## config.mk

```make
export PLATFORM = sky130hd
export DESIGN_NAME = pmc_power_ctrl
export DESIGN_NICKNAME = d
export VERILOG_FILES = /design/src/rtl/pmc_pkg.sv /design/src/rtl/pmc_power_ctrl.sv
export SDC_FILE = /design/constraint.sdc
export NUM_CORES = 1
export LEC_CHECK = 0
export BUFFER_PORTS_ARGS = -buffer_cell sky130_fd_sc_hd__buf_2
export CAP_MARGIN = 20
export CORE_ASPECT_RATIO = 0.7
export CORE_MARGIN = 4
export CORE_UTILIZATION = 55
export CTS_CLUSTER_DIAMETER = 200
export CTS_CLUSTER_SIZE = 14
export DETAILED_ROUTE_END_ITERATION = 10
export HOLD_SLACK_MARGIN = 0.03
export PLACE_DENSITY = 0.75
export SETUP_SLACK_MARGIN = 0.3
export SYNTH_ARGS = -nofsm -noshare
export SYNTH_HDL_FRONTEND = slang
export SYNTH_SLANG_ARGS = --single-unit
```

## constraint.sdc

```tcl
create_clock -name pclk -period 5.3 [get_ports pclk]
set_input_delay 0.53 -clock pclk [delete_from_list [all_inputs] [get_ports pclk]]
set_output_delay 0.53 -clock pclk [all_outputs]
set_load 0.02 [all_outputs]
```

## src/rtl/pmc_pkg.sv

```systemverilog
package pmc_pkg;
   // register byte offsets on the bus
   localparam logic [7:0] PMC_PWR_CTRL_OFF = 8'h00;
   localparam logic [7:0] PMC_PLL_CTRL_OFF = 8'h04;
   localparam logic [7:0] PMC_IRQ_STAT_OFF = 8'h08;
   localparam logic [7:0] PMC_IRQ_MASK_OFF = 8'h0C;
   localparam logic [7:0] PMC_STATUS_OFF = 8'h10;
   // power_control_register field positions
   localparam int PMC_IDLE_BIT = 0;
   localparam int PMC_PDOWN_BIT = 1;
   localparam int PMC_SER_WAKE_BIT = 2;
   localparam int PMC_EXT0_WAKE_BIT = 3;
   // pll_control_register field positions
   localparam int PMC_OSCILLATOR_POWERDOWN_BIT_BIT = 3;
   localparam int PMC_LOCK_BIT = 6;
   // interrupt status / mask field positions
   localparam int PMC_EV_IDLE_WAKE = 0;
   localparam int PMC_EV_PD_WAKE = 1;
   localparam int PMC_EV_LOCK = 2;
   localparam int PMC_NUM_EV = 3;
   // values after reset
   localparam logic [3:0] PMC_PWR_CTRL_RST = 4'h0;
   localparam logic PMC_OSCILLATOR_POWERDOWN_BIT_RST = 1'b0;
   localparam logic [2:0] PMC_IRQ_RST = 3'h0;
   // timing: figures in ms, counts derived from the 100 MHz clock
   localparam int PMC_CLK_KHZ = 100000;
   localparam int PMC_POR_TIME_MS = 128;
   localparam int PMC_LOCK_TIME_MS = 1;
   localparam int PMC_OSC_START_MS = 150;
   localparam int PMC_POR_CYCLES = PMC_POR_TIME_MS * PMC_CLK_KHZ;
   localparam int PMC_LOCK_CYCLES = PMC_LOCK_TIME_MS * PMC_CLK_KHZ;
   localparam int PMC_OSC_CYCLES = PMC_OSC_START_MS * PMC_CLK_KHZ;
   localparam int PMC_CNT_W = 24;
   // operating modes
   typedef enum logic [1:0] {
      PMC_NORMAL,
      PMC_IDLE,
      PMC_PDOWN
   } pmc_mode_e;
   // internal power-on reset sequence
   typedef enum logic [1:0] {
      PMC_POR_HOLD,
      PMC_POR_TIMING,
      PMC_POR_DONE
   } pmc_por_e;
   // pll relock sequence after a wake
   typedef enum logic [1:0] {
      PMC_LK_LOCKED,
      PMC_LK_OSC,
      PMC_LK_PLL
   } pmc_lock_e;
endpackage

```

## src/rtl/pmc_power_ctrl.sv

```systemverilog
// Added by the designer: register access over APB and the address map.
`timescale 1ns/1ps
module pmc_power_ctrl #(
   parameter int POR_CYCLES = pmc_pkg::PMC_POR_CYCLES,
   parameter int LOCK_CYCLES = pmc_pkg::PMC_LOCK_CYCLES,
   parameter int OSC_CYCLES = pmc_pkg::PMC_OSC_CYCLES
) (
   // clock and reset
   input wire logic pclk,
   input wire logic presetn,
   // apb slave
   input wire logic psel,
   input wire logic penable,
   input wire logic pwrite,
   input wire logic [7:0] paddr,
   input wire logic [31:0] pwdata,
   output logic [31:0] prdata,
   output logic pready,
   output logic pslverr,
   // pins from outside, asynchronous
   input wire logic ext_reset_n,
   input wire logic supply_above_por,
   // interrupt requests from the core, same clock
   input wire logic any_enabled_irq,
   input wire logic interval_timer_irq,
   input wire logic interval_timer_enable,
   input wire logic serial_irq,
   input wire logic ext_int_zero_irq,
   // clock and power controls
   output logic core_clk_en,
   output logic periph_clk_en,
   output logic interval_timer_clk_en,
   output logic pll_en,
   output logic osc_en,
   output logic pll_locked,
   // pin state controls
   output logic pins_hold,
   output logic conv_out_hiz,
   output logic strobe_override,
   output logic addr_latch_strobe,
   output logic program_fetch_strobe,
   // chip reset, status and interrupt
   output logic chip_reset_n,
   output logic [1:0] power_mode,
   output logic irq
);
   import pmc_pkg::*;

   // counters must fit the shared counter width
   if (POR_CYCLES < 1 || POR_CYCLES >= (1 << PMC_CNT_W)) begin : g_chk_por
      $error("POR_CYCLES out of range");
   end
   if (LOCK_CYCLES < 1 || LOCK_CYCLES >= (1 << PMC_CNT_W)) begin : g_chk_lock
      $error("LOCK_CYCLES out of range");
   end
   if (OSC_CYCLES < 1 || OSC_CYCLES >= (1 << PMC_CNT_W)) begin : g_chk_osc
      $error("OSC_CYCLES out of range");
   end

   // every flip-flop of the block
   typedef struct packed {
      logic rst_s1; // reset pin, first stage
      logic rst_s2; // reset pin, second stage
      logic sup_s1; // supply comparator, first stage
      logic sup_s2; // supply comparator, second stage
      pmc_por_e por; // power-on reset sequence
      logic [PMC_CNT_W-1:0] por_cnt; // por hold timer
      pmc_mode_e mode; // current power mode
      pmc_lock_e lock; // pll relock sequence
      logic [PMC_CNT_W-1:0] lock_cnt; // relock / start-up timer
      logic idle_req; // power control bit 0
      logic pdown_req; // power control bit 1
      logic ser_wake; // serial_wake_enable_bit
      logic ext0_wake; // ext_int_zero_wake_enable_bit
      logic oscillator_powerdown_bit; // oscillator_powerdown_bit
      logic [PMC_NUM_EV-1:0] irq_stat; // sticky events
      logic [PMC_NUM_EV-1:0] irq_mask; // event enables
      logic [31:0] prdata;
      logic pready;
      logic pslverr;
      logic core_clk_en;
      logic periph_clk_en;
      logic itimer_clk_en;
      logic pll_en;
      logic osc_en;
      logic pins_hold;
      logic conv_hiz;
      logic strobe_ovr;
      logic ale;
      logic pfs;
      logic chip_rst_n;
      logic irq;
      logic locked; // pll lock flag, drives pll_locked
   } pmc_state_s;

   pmc_state_s s; // registered state
   pmc_state_s next_s; // next state

   // decoded helpers, filled by the combinational process
   logic acc; // apb access phase
   logic wr_fire; // write takes effect this edge
   logic [PMC_NUM_EV-1:0] ev; // events raised this cycle
   logic [PMC_NUM_EV-1:0] w1c; // status bits cleared by software
   logic pd_wake; // legal power-down wake source
   logic chip_in_reset; // por or pin reset active
   pmc_mode_e m; // mode after this cycle's decisions

   // read data for one offset; unmapped reads give zero
   function automatic logic [31:0] rd_mux(input pmc_state_s st, input logic [7:0] a);
      logic [31:0] r;
      r = 32'h0000_0000;
      case (a)
         PMC_PWR_CTRL_OFF: begin
            r[PMC_IDLE_BIT] = st.idle_req;
            r[PMC_PDOWN_BIT] = st.pdown_req;
            r[PMC_SER_WAKE_BIT] = st.ser_wake;
            r[PMC_EXT0_WAKE_BIT] = st.ext0_wake;
         end
         PMC_PLL_CTRL_OFF: begin
            r[PMC_OSCILLATOR_POWERDOWN_BIT_BIT] = st.oscillator_powerdown_bit;
            r[PMC_LOCK_BIT] = (st.lock == PMC_LK_LOCKED);
         end
         PMC_IRQ_STAT_OFF: r[PMC_NUM_EV-1:0] = st.irq_stat;
         PMC_IRQ_MASK_OFF: r[PMC_NUM_EV-1:0] = st.irq_mask;
         PMC_STATUS_OFF: r[1:0] = st.mode;
         default: r = 32'h0000_0000;
      endcase
      return r;
   endfunction

   // true for the five implemented offsets
   function automatic logic is_mapped(input logic [7:0] a);
      return (a == PMC_PWR_CTRL_OFF) || (a == PMC_PLL_CTRL_OFF) ||
             (a == PMC_IRQ_STAT_OFF) || (a == PMC_IRQ_MASK_OFF) ||
             (a == PMC_STATUS_OFF);
   endfunction

   // all next-state logic
   always_comb begin
      next_s = s;
      ev = '0;
      w1c = '0;
      // pins pass two flip-flops before anything reads them
      next_s.rst_s1 = ext_reset_n;
      next_s.rst_s2 = s.rst_s1;
      next_s.sup_s1 = supply_above_por;
      next_s.sup_s2 = s.sup_s1;

      if (!s.sup_s2) begin
         next_s.por = PMC_POR_HOLD;
         next_s.por_cnt = '0;
      end else begin
         case (s.por)
            PMC_POR_HOLD: begin
               // supply just crossed the threshold: start the timer
               next_s.por = PMC_POR_TIMING;
               next_s.por_cnt = PMC_CNT_W'(POR_CYCLES - 1);
            end
            PMC_POR_TIMING: begin
               if (s.por_cnt == '0) begin
                  next_s.por = PMC_POR_DONE;
               end else begin
                  next_s.por_cnt = s.por_cnt - 1'b1;
               end
            end
            PMC_POR_DONE: next_s.por = PMC_POR_DONE;
            default: next_s.por = PMC_POR_HOLD;
         endcase
      end
      chip_in_reset = (s.por != PMC_POR_DONE) || !s.rst_s2;

      // apb: pready comes one cycle into the access phase
      acc = psel && penable;
      wr_fire = acc && s.pready && pwrite;
      next_s.pready = acc && !s.pready;
      next_s.pslverr = acc && !s.pready && !is_mapped(paddr);
      if (acc && !s.pready && !pwrite) begin
         next_s.prdata = rd_mux(s, paddr);
      end

      pd_wake = 1'b0;
      if (!s.oscillator_powerdown_bit && interval_timer_enable && interval_timer_irq) begin
         pd_wake = 1'b1;
      end
      if (s.ser_wake && serial_irq) begin
         pd_wake = 1'b1;
      end
      if (s.ext0_wake && ext_int_zero_irq) begin
         pd_wake = 1'b1;
      end

      // mode sequencing; a wake clears the request bit it served
      m = s.mode;
      case (s.mode)
         PMC_NORMAL: begin
            if (s.pdown_req) begin
               m = PMC_PDOWN;
            end else if (s.idle_req) begin
               m = PMC_IDLE;
            end
         end
         PMC_IDLE: begin
            if (any_enabled_irq) begin
               m = PMC_NORMAL;
               next_s.idle_req = 1'b0;
               ev[PMC_EV_IDLE_WAKE] = 1'b1;
            end
         end
         PMC_PDOWN: begin
            if (pd_wake) begin
               m = PMC_NORMAL;
               next_s.pdown_req = 1'b0;
               next_s.idle_req = 1'b0;
               ev[PMC_EV_PD_WAKE] = 1'b1;
            end
         end
         default: m = PMC_NORMAL;
      endcase
      next_s.mode = m;

      // relock timer starts on leaving power-down
      case (s.lock)
         PMC_LK_LOCKED: begin
            // pll stops in power-down, so lock is lost there
            if (m == PMC_PDOWN) begin
               next_s.lock = PMC_LK_PLL;
               next_s.lock_cnt = PMC_CNT_W'(LOCK_CYCLES - 1);
            end
         end
         PMC_LK_OSC: begin
            if (m != PMC_PDOWN) begin
               if (s.lock_cnt == '0) begin
                  next_s.lock = PMC_LK_PLL;
                  next_s.lock_cnt = PMC_CNT_W'(LOCK_CYCLES - 1);
               end else begin
                  next_s.lock_cnt = s.lock_cnt - 1'b1;
               end
            end
         end
         PMC_LK_PLL: begin
            if (m == PMC_PDOWN) begin
               // re-arm while asleep; a stopped crystal needs start-up
               next_s.lock = s.oscillator_powerdown_bit ? PMC_LK_OSC : PMC_LK_PLL;
               next_s.lock_cnt = s.oscillator_powerdown_bit ? PMC_CNT_W'(OSC_CYCLES - 1) :
                                            PMC_CNT_W'(LOCK_CYCLES - 1);
            end else if (s.lock_cnt == '0) begin
               next_s.lock = PMC_LK_LOCKED;
               ev[PMC_EV_LOCK] = 1'b1;
            end else begin
               next_s.lock_cnt = s.lock_cnt - 1'b1;
            end
         end
         default: next_s.lock = PMC_LK_LOCKED;
      endcase

      // register writes, taken at the edge where pready is seen high
      if (wr_fire) begin
         case (paddr)
            PMC_PWR_CTRL_OFF: begin
               next_s.idle_req = pwdata[PMC_IDLE_BIT];
               next_s.pdown_req = pwdata[PMC_PDOWN_BIT];
               next_s.ser_wake = pwdata[PMC_SER_WAKE_BIT];
               next_s.ext0_wake = pwdata[PMC_EXT0_WAKE_BIT];
            end
            PMC_PLL_CTRL_OFF: next_s.oscillator_powerdown_bit = pwdata[PMC_OSCILLATOR_POWERDOWN_BIT_BIT];
            PMC_IRQ_STAT_OFF: w1c = pwdata[PMC_NUM_EV-1:0];
            PMC_IRQ_MASK_OFF: next_s.irq_mask = pwdata[PMC_NUM_EV-1:0];
            default: w1c = '0;
         endcase
      end
      // a new event beats a clear written in the same cycle
      next_s.irq_stat = (s.irq_stat & ~w1c) | ev;

      // reset pin ends power-down and restores defaults
      if (chip_in_reset) begin
         // leaving power-down by reset still has to relock the pll
         if (s.mode == PMC_PDOWN && s.lock == PMC_LK_LOCKED) begin
            next_s.lock = PMC_LK_PLL;
            next_s.lock_cnt = PMC_CNT_W'(LOCK_CYCLES - 1);
         end
         next_s.mode = PMC_NORMAL;
         {next_s.ext0_wake, next_s.ser_wake, next_s.pdown_req, next_s.idle_req} =
            PMC_PWR_CTRL_RST;
         next_s.oscillator_powerdown_bit = PMC_OSCILLATOR_POWERDOWN_BIT_RST;
         next_s.irq_stat = PMC_IRQ_RST;
         next_s.irq_mask = PMC_IRQ_RST;
      end

      // outputs registered from the next mode so they track it exactly
      // idle gates only the core clock
      next_s.core_clk_en = (next_s.mode == PMC_NORMAL);
      // peripherals lose their clock only in power-down
      next_s.periph_clk_en = (next_s.mode != PMC_PDOWN);
      next_s.itimer_clk_en = !((next_s.mode == PMC_PDOWN) && next_s.oscillator_powerdown_bit);
      // pll off in power-down, crystal per its bit
      next_s.pll_en = (next_s.mode != PMC_PDOWN);
      next_s.osc_en = !((next_s.mode == PMC_PDOWN) && next_s.oscillator_powerdown_bit);
      // power-down keeps pins, converter hiz, strobes low
      next_s.pins_hold = (next_s.mode != PMC_NORMAL);
      next_s.conv_hiz = (next_s.mode == PMC_PDOWN);
      next_s.strobe_ovr = (next_s.mode != PMC_NORMAL);
      next_s.ale = (next_s.mode == PMC_IDLE);
      next_s.pfs = (next_s.mode == PMC_IDLE);
      // core reset: por or pin, released to the reset vector
      next_s.chip_rst_n = !chip_in_reset;
      next_s.irq = |(next_s.irq_stat & next_s.irq_mask);
      // lock flag kept in a flop so the pin never glitches on a state change
      next_s.locked = (next_s.lock == PMC_LK_LOCKED);
   end

   // one register bank; async reset loads constants only
   always_ff @(posedge pclk or negedge presetn) begin
      if (!presetn) begin
         s <= '0;
         s.por <= PMC_POR_HOLD;
         s.mode <= PMC_NORMAL;
         s.lock <= PMC_LK_LOCKED;
         s.locked <= 1'b1;
         s.core_clk_en <= 1'b1;
         s.periph_clk_en <= 1'b1;
         s.itimer_clk_en <= 1'b1;
         s.pll_en <= 1'b1;
         s.osc_en <= 1'b1;
      end else begin
         s <= next_s;
      end
   end

   // every output straight from its flip-flop
   assign prdata = s.prdata;
   assign pready = s.pready;
   assign pslverr = s.pslverr;
   assign core_clk_en = s.core_clk_en;
   assign periph_clk_en = s.periph_clk_en;
   assign interval_timer_clk_en = s.itimer_clk_en;
   assign pll_en = s.pll_en;
   assign osc_en = s.osc_en;
   assign pll_locked = s.locked;
   assign pins_hold = s.pins_hold;
   assign conv_out_hiz = s.conv_hiz;
   assign strobe_override = s.strobe_ovr;
   assign addr_latch_strobe = s.ale;
   assign program_fetch_strobe = s.pfs;
   assign chip_reset_n = s.chip_rst_n;
   assign power_mode = s.mode;
   assign irq = s.irq;
endmodule

```

==> summary.txt, run 1 <==
Setup path
  – Critical path class: register to register
  – Critical path cell sequence: inv_1 > ha_1 > or4b_4 > nor3_1 > and4_1 > nand2_1 > o21ai_1 > a31oi_1 > a221o_1
  – Slowest cell on crit path: or4b_4
  – Slowest stage delay, CP: between 0.5 and 0.6 ns
  – Bufs and invs on worst path: 1
  – Setup crit end kind: register
  – Crit path max fanout: 9
  – Setup crit start kind: register
  – Crit path max-delay family: simple AND/OR/NAND/NOR gates
  – Critical Path AT: between 3 and 4 ns
  – Critical path required time: ~5.5 ns

CTS
  – CTS tree: done
  – CTS Sinks: 85
  – Cts bufs inserted: 9
  – Clk pin slew, worst setup/hold paths: about 0.06 ns
  – Hold-fix buffer count after cts: 0
  – Max Buffers Root-to-Sink: 2
  – Worst-Skew Late Latency: about 0.34 ns
  – Root Buffer: clkbuf_16
  – Post-CTS setup buffers: 0
  – # resized after CTS: 0
  – H-Tree Depth: 3

GRT
  – Grt ovf: 0
  – First-pass GRT wire length: about 22,000 um
  – Largest net degree at the start of global routing: 86
  – Initial antenna violation count: 0
  – Overall routing resource usage: 23.9%
  – Vias in the first global route: about 4.4k

STA
  – Final slew viol count: 0
  – Crit share post-route: around three fifths
  – Endpoints failing hold: 0
  – Setup ws final: around 2.1 ns
  – Final setup viols: 0
  – Skew final: between 0.009 and 0.01 ns
  – Hold_ws: 0.0938 ns
  – RSZ-0062 raised after global routing: false
  – Relative slew slack: between 30% and 40%
  – Crit path time final: 3.22 ns
  – Setup tns final: 0 ns
  – Max Clk Rate: about 310 MHz
  – Least-Margin Pin Slew: a little over 1 ns

Cells and area
  – Diode count: 0
  – Most frequent cells in the layout: dfrtp_1, nor2_1, nand2_1
  – Area Overhead vs Synth: 8.31%
  – Nets: 684
  – Most common cell after layout, fill and taps aside: dfrtp_1
  – Post-route cell area: slightly below 6000 um^2
  – Share of layout cells above drive strength 1: between 10% and 20%

Floorplan
  – Die ar.: ~11,000 um^2
  – Die width: 126 um
  – Core area: 9290 um^2
  – Initial Util: 57.9%
  – Die Y: ~91 um
  – # IOs: between 100 and 150
  – Placement row count: 29

Drt
  – Vias: between 4k and 5k
  – Routed Antenna Nets: 0
  – WL per Instance: around 19 um
  – Number of iterations in the first detailed-routing pass: 5
  – WL final: between 10,000 and 15,000 um
  – Via-to-Cell Ratio: ~6.4
  – Initial DRC Count: roughly 550
  – Drc violations: 0

Synth
  – Number of flops mapped to enable cells by yosys: 0
  – Post-synthesis sequential area ratio: about two fifths
  – Mapped cell area: 5380 um^2
  – Async S/R FF share, synth: 100%
  – Synth Register Bits: 85
  – Yosys Warn Count: 0
  – Yosys cell types: 84
  – Synth Flop Type: dfrtp_1
  – Synth Instances: 600
  – Syn_area_per_cell: 8.96 um^2

Pwr
  – Static Leak: around 2.4 nW
  – Worst vdd ir: 0.188 mV
  – Pwr Density: 353 nW/um^2

Placement
  – Final HPWL DP: approximately 9900 um
  – Post-DP Area: approximately 5500 um^2
  – Gpl congestion: roughly 0.9
  – I/O Buffers: 45
  – Setup Slack @ Placement: between 2 and 2.5 ns

Hold path
  – Hold WC Path Type: primary input to async pin

Job
  – Maxcap violations: 0

Run status
  – Status: finished, final reports clean
==> routing by layer <==
| metal | GRT usage, % | part of all wire [%] |
|---|---|---|
| met5 | 0 | 0 |
| met4 | 5.54 | 1.2 |
| met3 | 8.45 | 12 |
| met2 | 32.7 | 42 |
| met1 | 36.0 | 46 |
==> kinds of logic (layout without fill, tap and decap cells) <==
logic type | count (synthesis) | in the layout | share of synthesized area [%]
AND/OR/NAND/NOR | 234 | 234 | 23.3
AO/OA/AOI/OAI | 167 | 167 | 22.1
other | 1 | 27 | 0.0697
XOR/XNOR | 9 | 9 | 1.47
buffers and inverters | 81 | 81 | 8.61
adder cells (fa/ha/maj) | 11 | 11 | 2.56
multiplexers | 12 | 12 | 2.30
flip-flops | 85 | 85 | 39.6
==> worst paths after layout <==
path	start	to	slack (ns)	cells after the start
min	presetn	prdata[0]	0.09	1
min in group pclk	supply_above_por	next_s[112]	0.30	1
max reg2reg	s[58]	s[60]	2.08	9
min reg2reg	next_s[114]	s[114]	0.36	0
max	s[58]	s[60]	2.08	9
max in group asynchronous	presetn	pll_en	4.58	2
==> where the power goes <==
part	switching (mW)	internal, mW	total, mW
sequential	0.125	0.740	0.865
combinational	0.310	0.202	0.512
clock	0.254	0.425	0.679
total	0.689	1.37	2.06
==> sequential cells by signal (all words and copies together), names as in the netlist, 2 cells and up <==
name / cells
prdata: 5
power_mode: 2
s: 65
next_s: 2
==> synthesized netlist by cell type, types with 5 or more instances <==
cell type | instances | area [um^2]
or3_1 | 12 | 75.1
nor4_1 | 9 | 56.3
a311oi_1 | 6 | 52.6
nor2b_1 | 9 | 56.3
o21ai_0 | 26 | 130
clkbuf_1 | 20 | 75.1
xnor2_1 | 6 | 52.6
nor3_1 | 25 | 125
nand2b_1 | 8 | 50.1
ha_1 | 11 | 138
dfrtp_1 | 81 | 2030
nand4_1 | 6 | 37.5
o31ai_1 | 7 | 52.6
or4_1 | 6 | 45.0
a211oi_1 | 11 | 82.6
or2_2 | 5 | 31.3
mux2i_1 | 9 | 90.1
a31oi_1 | 10 | 62.6
buf_4 | 39 | 293
a22o_1 | 6 | 52.6
a22oi_1 | 7 | 52.6
a21oi_1 | 33 | 165
nor2_1 | 59 | 221
inv_1 | 16 | 60.1
nand2_1 | 55 | 206
nand3_1 | 13 | 65.1
==> metrics by stage <==
step	instances	utilization [%]	power, mW
floorplan	626	-	1.25
global placement	733	59.0	1.35
detailed placement	733	59.0	1.37
CTS	749	62.4	2.05
global route	750	62.7	2.17
finish	750	62.7	2.06
==> final cells by class <==
cell class | instances | area (um^2)
clock buffer | 12 | 246
tap | 124 | 155
timing repair buffer | 49 | 278
inverter | 16 | 60.1
fill | 796 | 3460
sequential | 85 | 2130
clock inverter | 4 | 72.6
multi-input combinational | 460 | 2880
Power figures use the tool's default switching activity.
==> run 2: changes to the inputs <==
--- a/config.mk
+++ b/config.mk
@@ -9,12 +9,12 @@
 export CAP_MARGIN = 20
 export CORE_ASPECT_RATIO = 0.7
 export CORE_MARGIN = 4
-export CORE_UTILIZATION = 55
+export CORE_UTILIZATION = 51
 export CTS_CLUSTER_DIAMETER = 200
 export CTS_CLUSTER_SIZE = 14
 export DETAILED_ROUTE_END_ITERATION = 10
 export HOLD_SLACK_MARGIN = 0.03
-export PLACE_DENSITY = 0.75
+export PLACE_DENSITY = 0.73
 export SETUP_SLACK_MARGIN = 0.3
 export SYNTH_ARGS = -nofsm -noshare
 export SYNTH_HDL_FRONTEND = slang
==> constraint.sdc (replaced) <==
create_clock -name pclk -period 2.8 [get_ports pclk]
set_input_delay 0.28 -clock pclk [delete_from_list [all_inputs] [get_ports pclk]]
set_output_delay 0.28 -clock pclk [all_outputs]
set_load 0.02 [all_outputs]
==> run 2 against run 1 <==
Compared with the run above: power increased by 98%; routed wire length increased by 8.2%; critical path depth decreased by 1; final cell count increased by 8.4%; die area increased by 7.2%; largest cell class unchanged.
==> summary.txt, run 2 (same netlist as run 1, synthesis figures left out) <==
Run status
  – Status: finished, final reports clean

STA
  – Final setup viols: 0 (unchanged)
  – RSZ-0062 raised after global routing: true
  – Endpoints failing hold: 0 (unchanged)
  – Crit share post-route: 91.6% (+31 points)
  – Hold_ws: 0.0434 ns (-0.0504 ns)
  – Relative slew slack: 52.4% (+20 points)
  – Least-Margin Pin Slew: 0.711 ns (-0.296 ns)
  – Final slew viol count: 0 (unchanged)
  – Skew final: 0.00772 ns (-0.00213 ns)
  – Setup tns final: 0 ns (unchanged)
  – Crit path time final: 2.56 ns (-0.657 ns)
  – Max Clk Rate: 390 MHz (+26%)

Drt
  – Drc violations: 0 (unchanged)
  – Via-to-Cell Ratio: 6.23 (-3.1%)
  – Initial DRC Count: 590 (+7.1%)
  – Vias: 5,062 (+5.0%)
  – Number of iterations in the first detailed-routing pass: 5 (unchanged)
  – Routed Antenna Nets: 0 (unchanged)
  – WL final: 15,100 um (+8.2%)
  – WL per Instance: 18.6 um (-0.17%)

Cells and area
  – Max reg flops: 65 (unchanged)
  – Most frequent cells in the layout: dfrtp_1, nor2_1, nand2_1
  – Area Overhead vs Synth: 23.0%
  – Most common cell after layout, fill and taps aside: dfrtp_1
  – Biggest register: s
  – Fill count: 830 (+4.3%)
  – Share of layout cells above drive strength 1: 29.5% (+14 points)
  – Non-filler cells, final: 813 (+8.4%)
  – Diode count: 0 (unchanged)
  – Nets: 739 (+8.0%)

Setup path
  – CP most frequent cell: a22o_1
  – Crit path max-delay family: simple AND/OR/NAND/NOR gates
  – Crit path max fanout: 5 (-4)
  – WP depth: 8 (-1)
  – Slowest stage delay, CP: 0.60 ns (+0.06 ns)
  – FF-to-FF setup slack: 0.24 ns (-1.84 ns)
  – Worst setup path start: s[72]
  – Critical path class: register to register
  – Reg2Reg Depth: 8 (-1)
  – Critical R2R Capture: s[58]
  – Slowest cell on crit path: or4_4
  – Critical path required time: 3.07 ns (-2.44 ns)
  – Worst reg2reg startpoint: s[72]
  – Critical Path AT: 2.83 ns (-0.60 ns)
  – Bufs and invs on worst path: 0 (-1)
  – Setup crit start kind: register
  – Critical Path End: s[58]
  – Critical path cell sequence: or4_4 > nor4_4 > nand4_4 > ha_1 > nor2_1 > a22o_1 > a22o_1 > o21ai_0
  – Setup crit end kind: register

Floorplan
  – Die width: 131 um (+3.6%)
  – Core area: 10,300 um^2 (+11%)
  – Placement row count: 31 (+6.9%)
  – Die ar.: 12,300 um^2 (+7.2%)
  – Initial Util: 52.1% (-5.8 points)
  – Die Y: 93.9 um (+3.5%)
  – # IOs: 101 (unchanged)

CTS
  – Cts bufs inserted: 9 (unchanged)
  – CTS Sinks: 85 (unchanged)
  – Root Buffer: clkbuf_16
  – H-Tree Depth: 3 (unchanged)
  – Max Buffers Root-to-Sink: 2 (unchanged)
  – CTS tree: done
  – Worst-Skew Late Latency: 0.34 ns (about the same)
  – Clk pin slew, worst setup/hold paths: 0.07 ns (about the same)

GRT
  – First-pass GRT wire length: 23,000 um (+2.4%)
  – Largest net degree at the start of global routing: 86 (unchanged)
  – Initial antenna violation count: 0 (unchanged)
  – Vias in the first global route: 4,510 (+2.1%)
  – Overall routing resource usage: 23.8% (-0.11 points)
  – Grt ovf: 0 (unchanged)

Placement
  – Gpl congestion: 0.993 (+11%)
  – I/O Buffers: 45 (unchanged)
  – Placed insts: 769 (+4.9%)
  – Final HPWL DP: 10,200 um (+2.8%)

Pwr
  – Worst vdd ir: 0.295 mV (+56%)
  – Static Leak: 2.82 nW (+16%)
  – Pwr Density: 617 nW/um^2 (+75%)

Hold path
  – Hold WC Path Type: primary input to register

Job
  – Maxcap violations: 0 (unchanged)
-- run 2: cell type report --
class | instances | area, um^2 | share of cell area [%]
clock buffers | 9 | 225 | 3.41
inverters | 16 | 60.1 | 0.908
repair buffers | 103 | 732 | 11.1
well taps | 132 | 165 | 2.50
multi-input cells | 461 | 3200 | 48.4
clock inverters | 7 | 97.6 | 1.48
flip-flops and latches | 85 | 2130 | 32.3
-- run 2: per-stage QoR --
| step | setup slack [ns] | utilization [%] | power [mW] | area [um^2] |
|---|---|---|---|---|
| finish | 0.236 | 64.1 | 4.08 | 6610 |
| global route | 0.135 | 64.1 | 4.31 | 6610 |
| CTS | 0.269 | 59.5 | 3.97 | 6140 |
| detailed placement | 0.110 | 55.6 | 2.63 | 5740 |
| global placement | 0.162 | 55.6 | 2.58 | 5740 |
| floorplan | 0.315 | - | 2.38 | 5510 |
-- run 2: how the worst min path moves through the flow --
stage	start	end	slack [ns]	cells after the start
after floorplan	presetn	chip_reset_n	-0.02	0
after global placement	next_s[112]	s[112]	0.33	0
after detailed placement	next_s[114]	s[114]	0.33	0
after CTS	supply_above_por	next_s[112]	0.04	1
after global routing	supply_above_por	next_s[112]	0.03	1
final	supply_above_por	next_s[112]	0.04	1
-- run 2: timing repair --
| item | in CTS | in global routing |
|---|---|---|
| hold buffers | 0 | 1 |
| gates cloned | 0 | 1 |
| pin swaps | 4 | 21 |
| setup buffers | 5 | 20 |
| endpoints found under the setup margin | 29 | 41 |
| gates resized for setup | 10 | 64 |
| hold endpoints to repair | 0 | 30 |
-- run 2: where the power goes --
part | switching [mW] | leakage, nW | internal [mW]
clock | 0.516 | 0.152 | 0.786
sequential | 0.239 | 1.07 | 1.40
combinational | 0.656 | 1.60 | 0.480
total | 1.41 | 2.82 | 2.67
-- run 2: layer usage --
| layer | up-vias | global-route usage, % | part of all wire [%] |
|---|---|---|---|
| met1 | 2472 | 35.9 | 46 |
| met4 | 0 | 5.74 | 1.1 |
| met2 | 251 | 33.3 | 44 |
| met3 | 19 | 6.99 | 9.4 |
| li1 | 2320 | - | - |
| met5 | - | 0 | 0 |
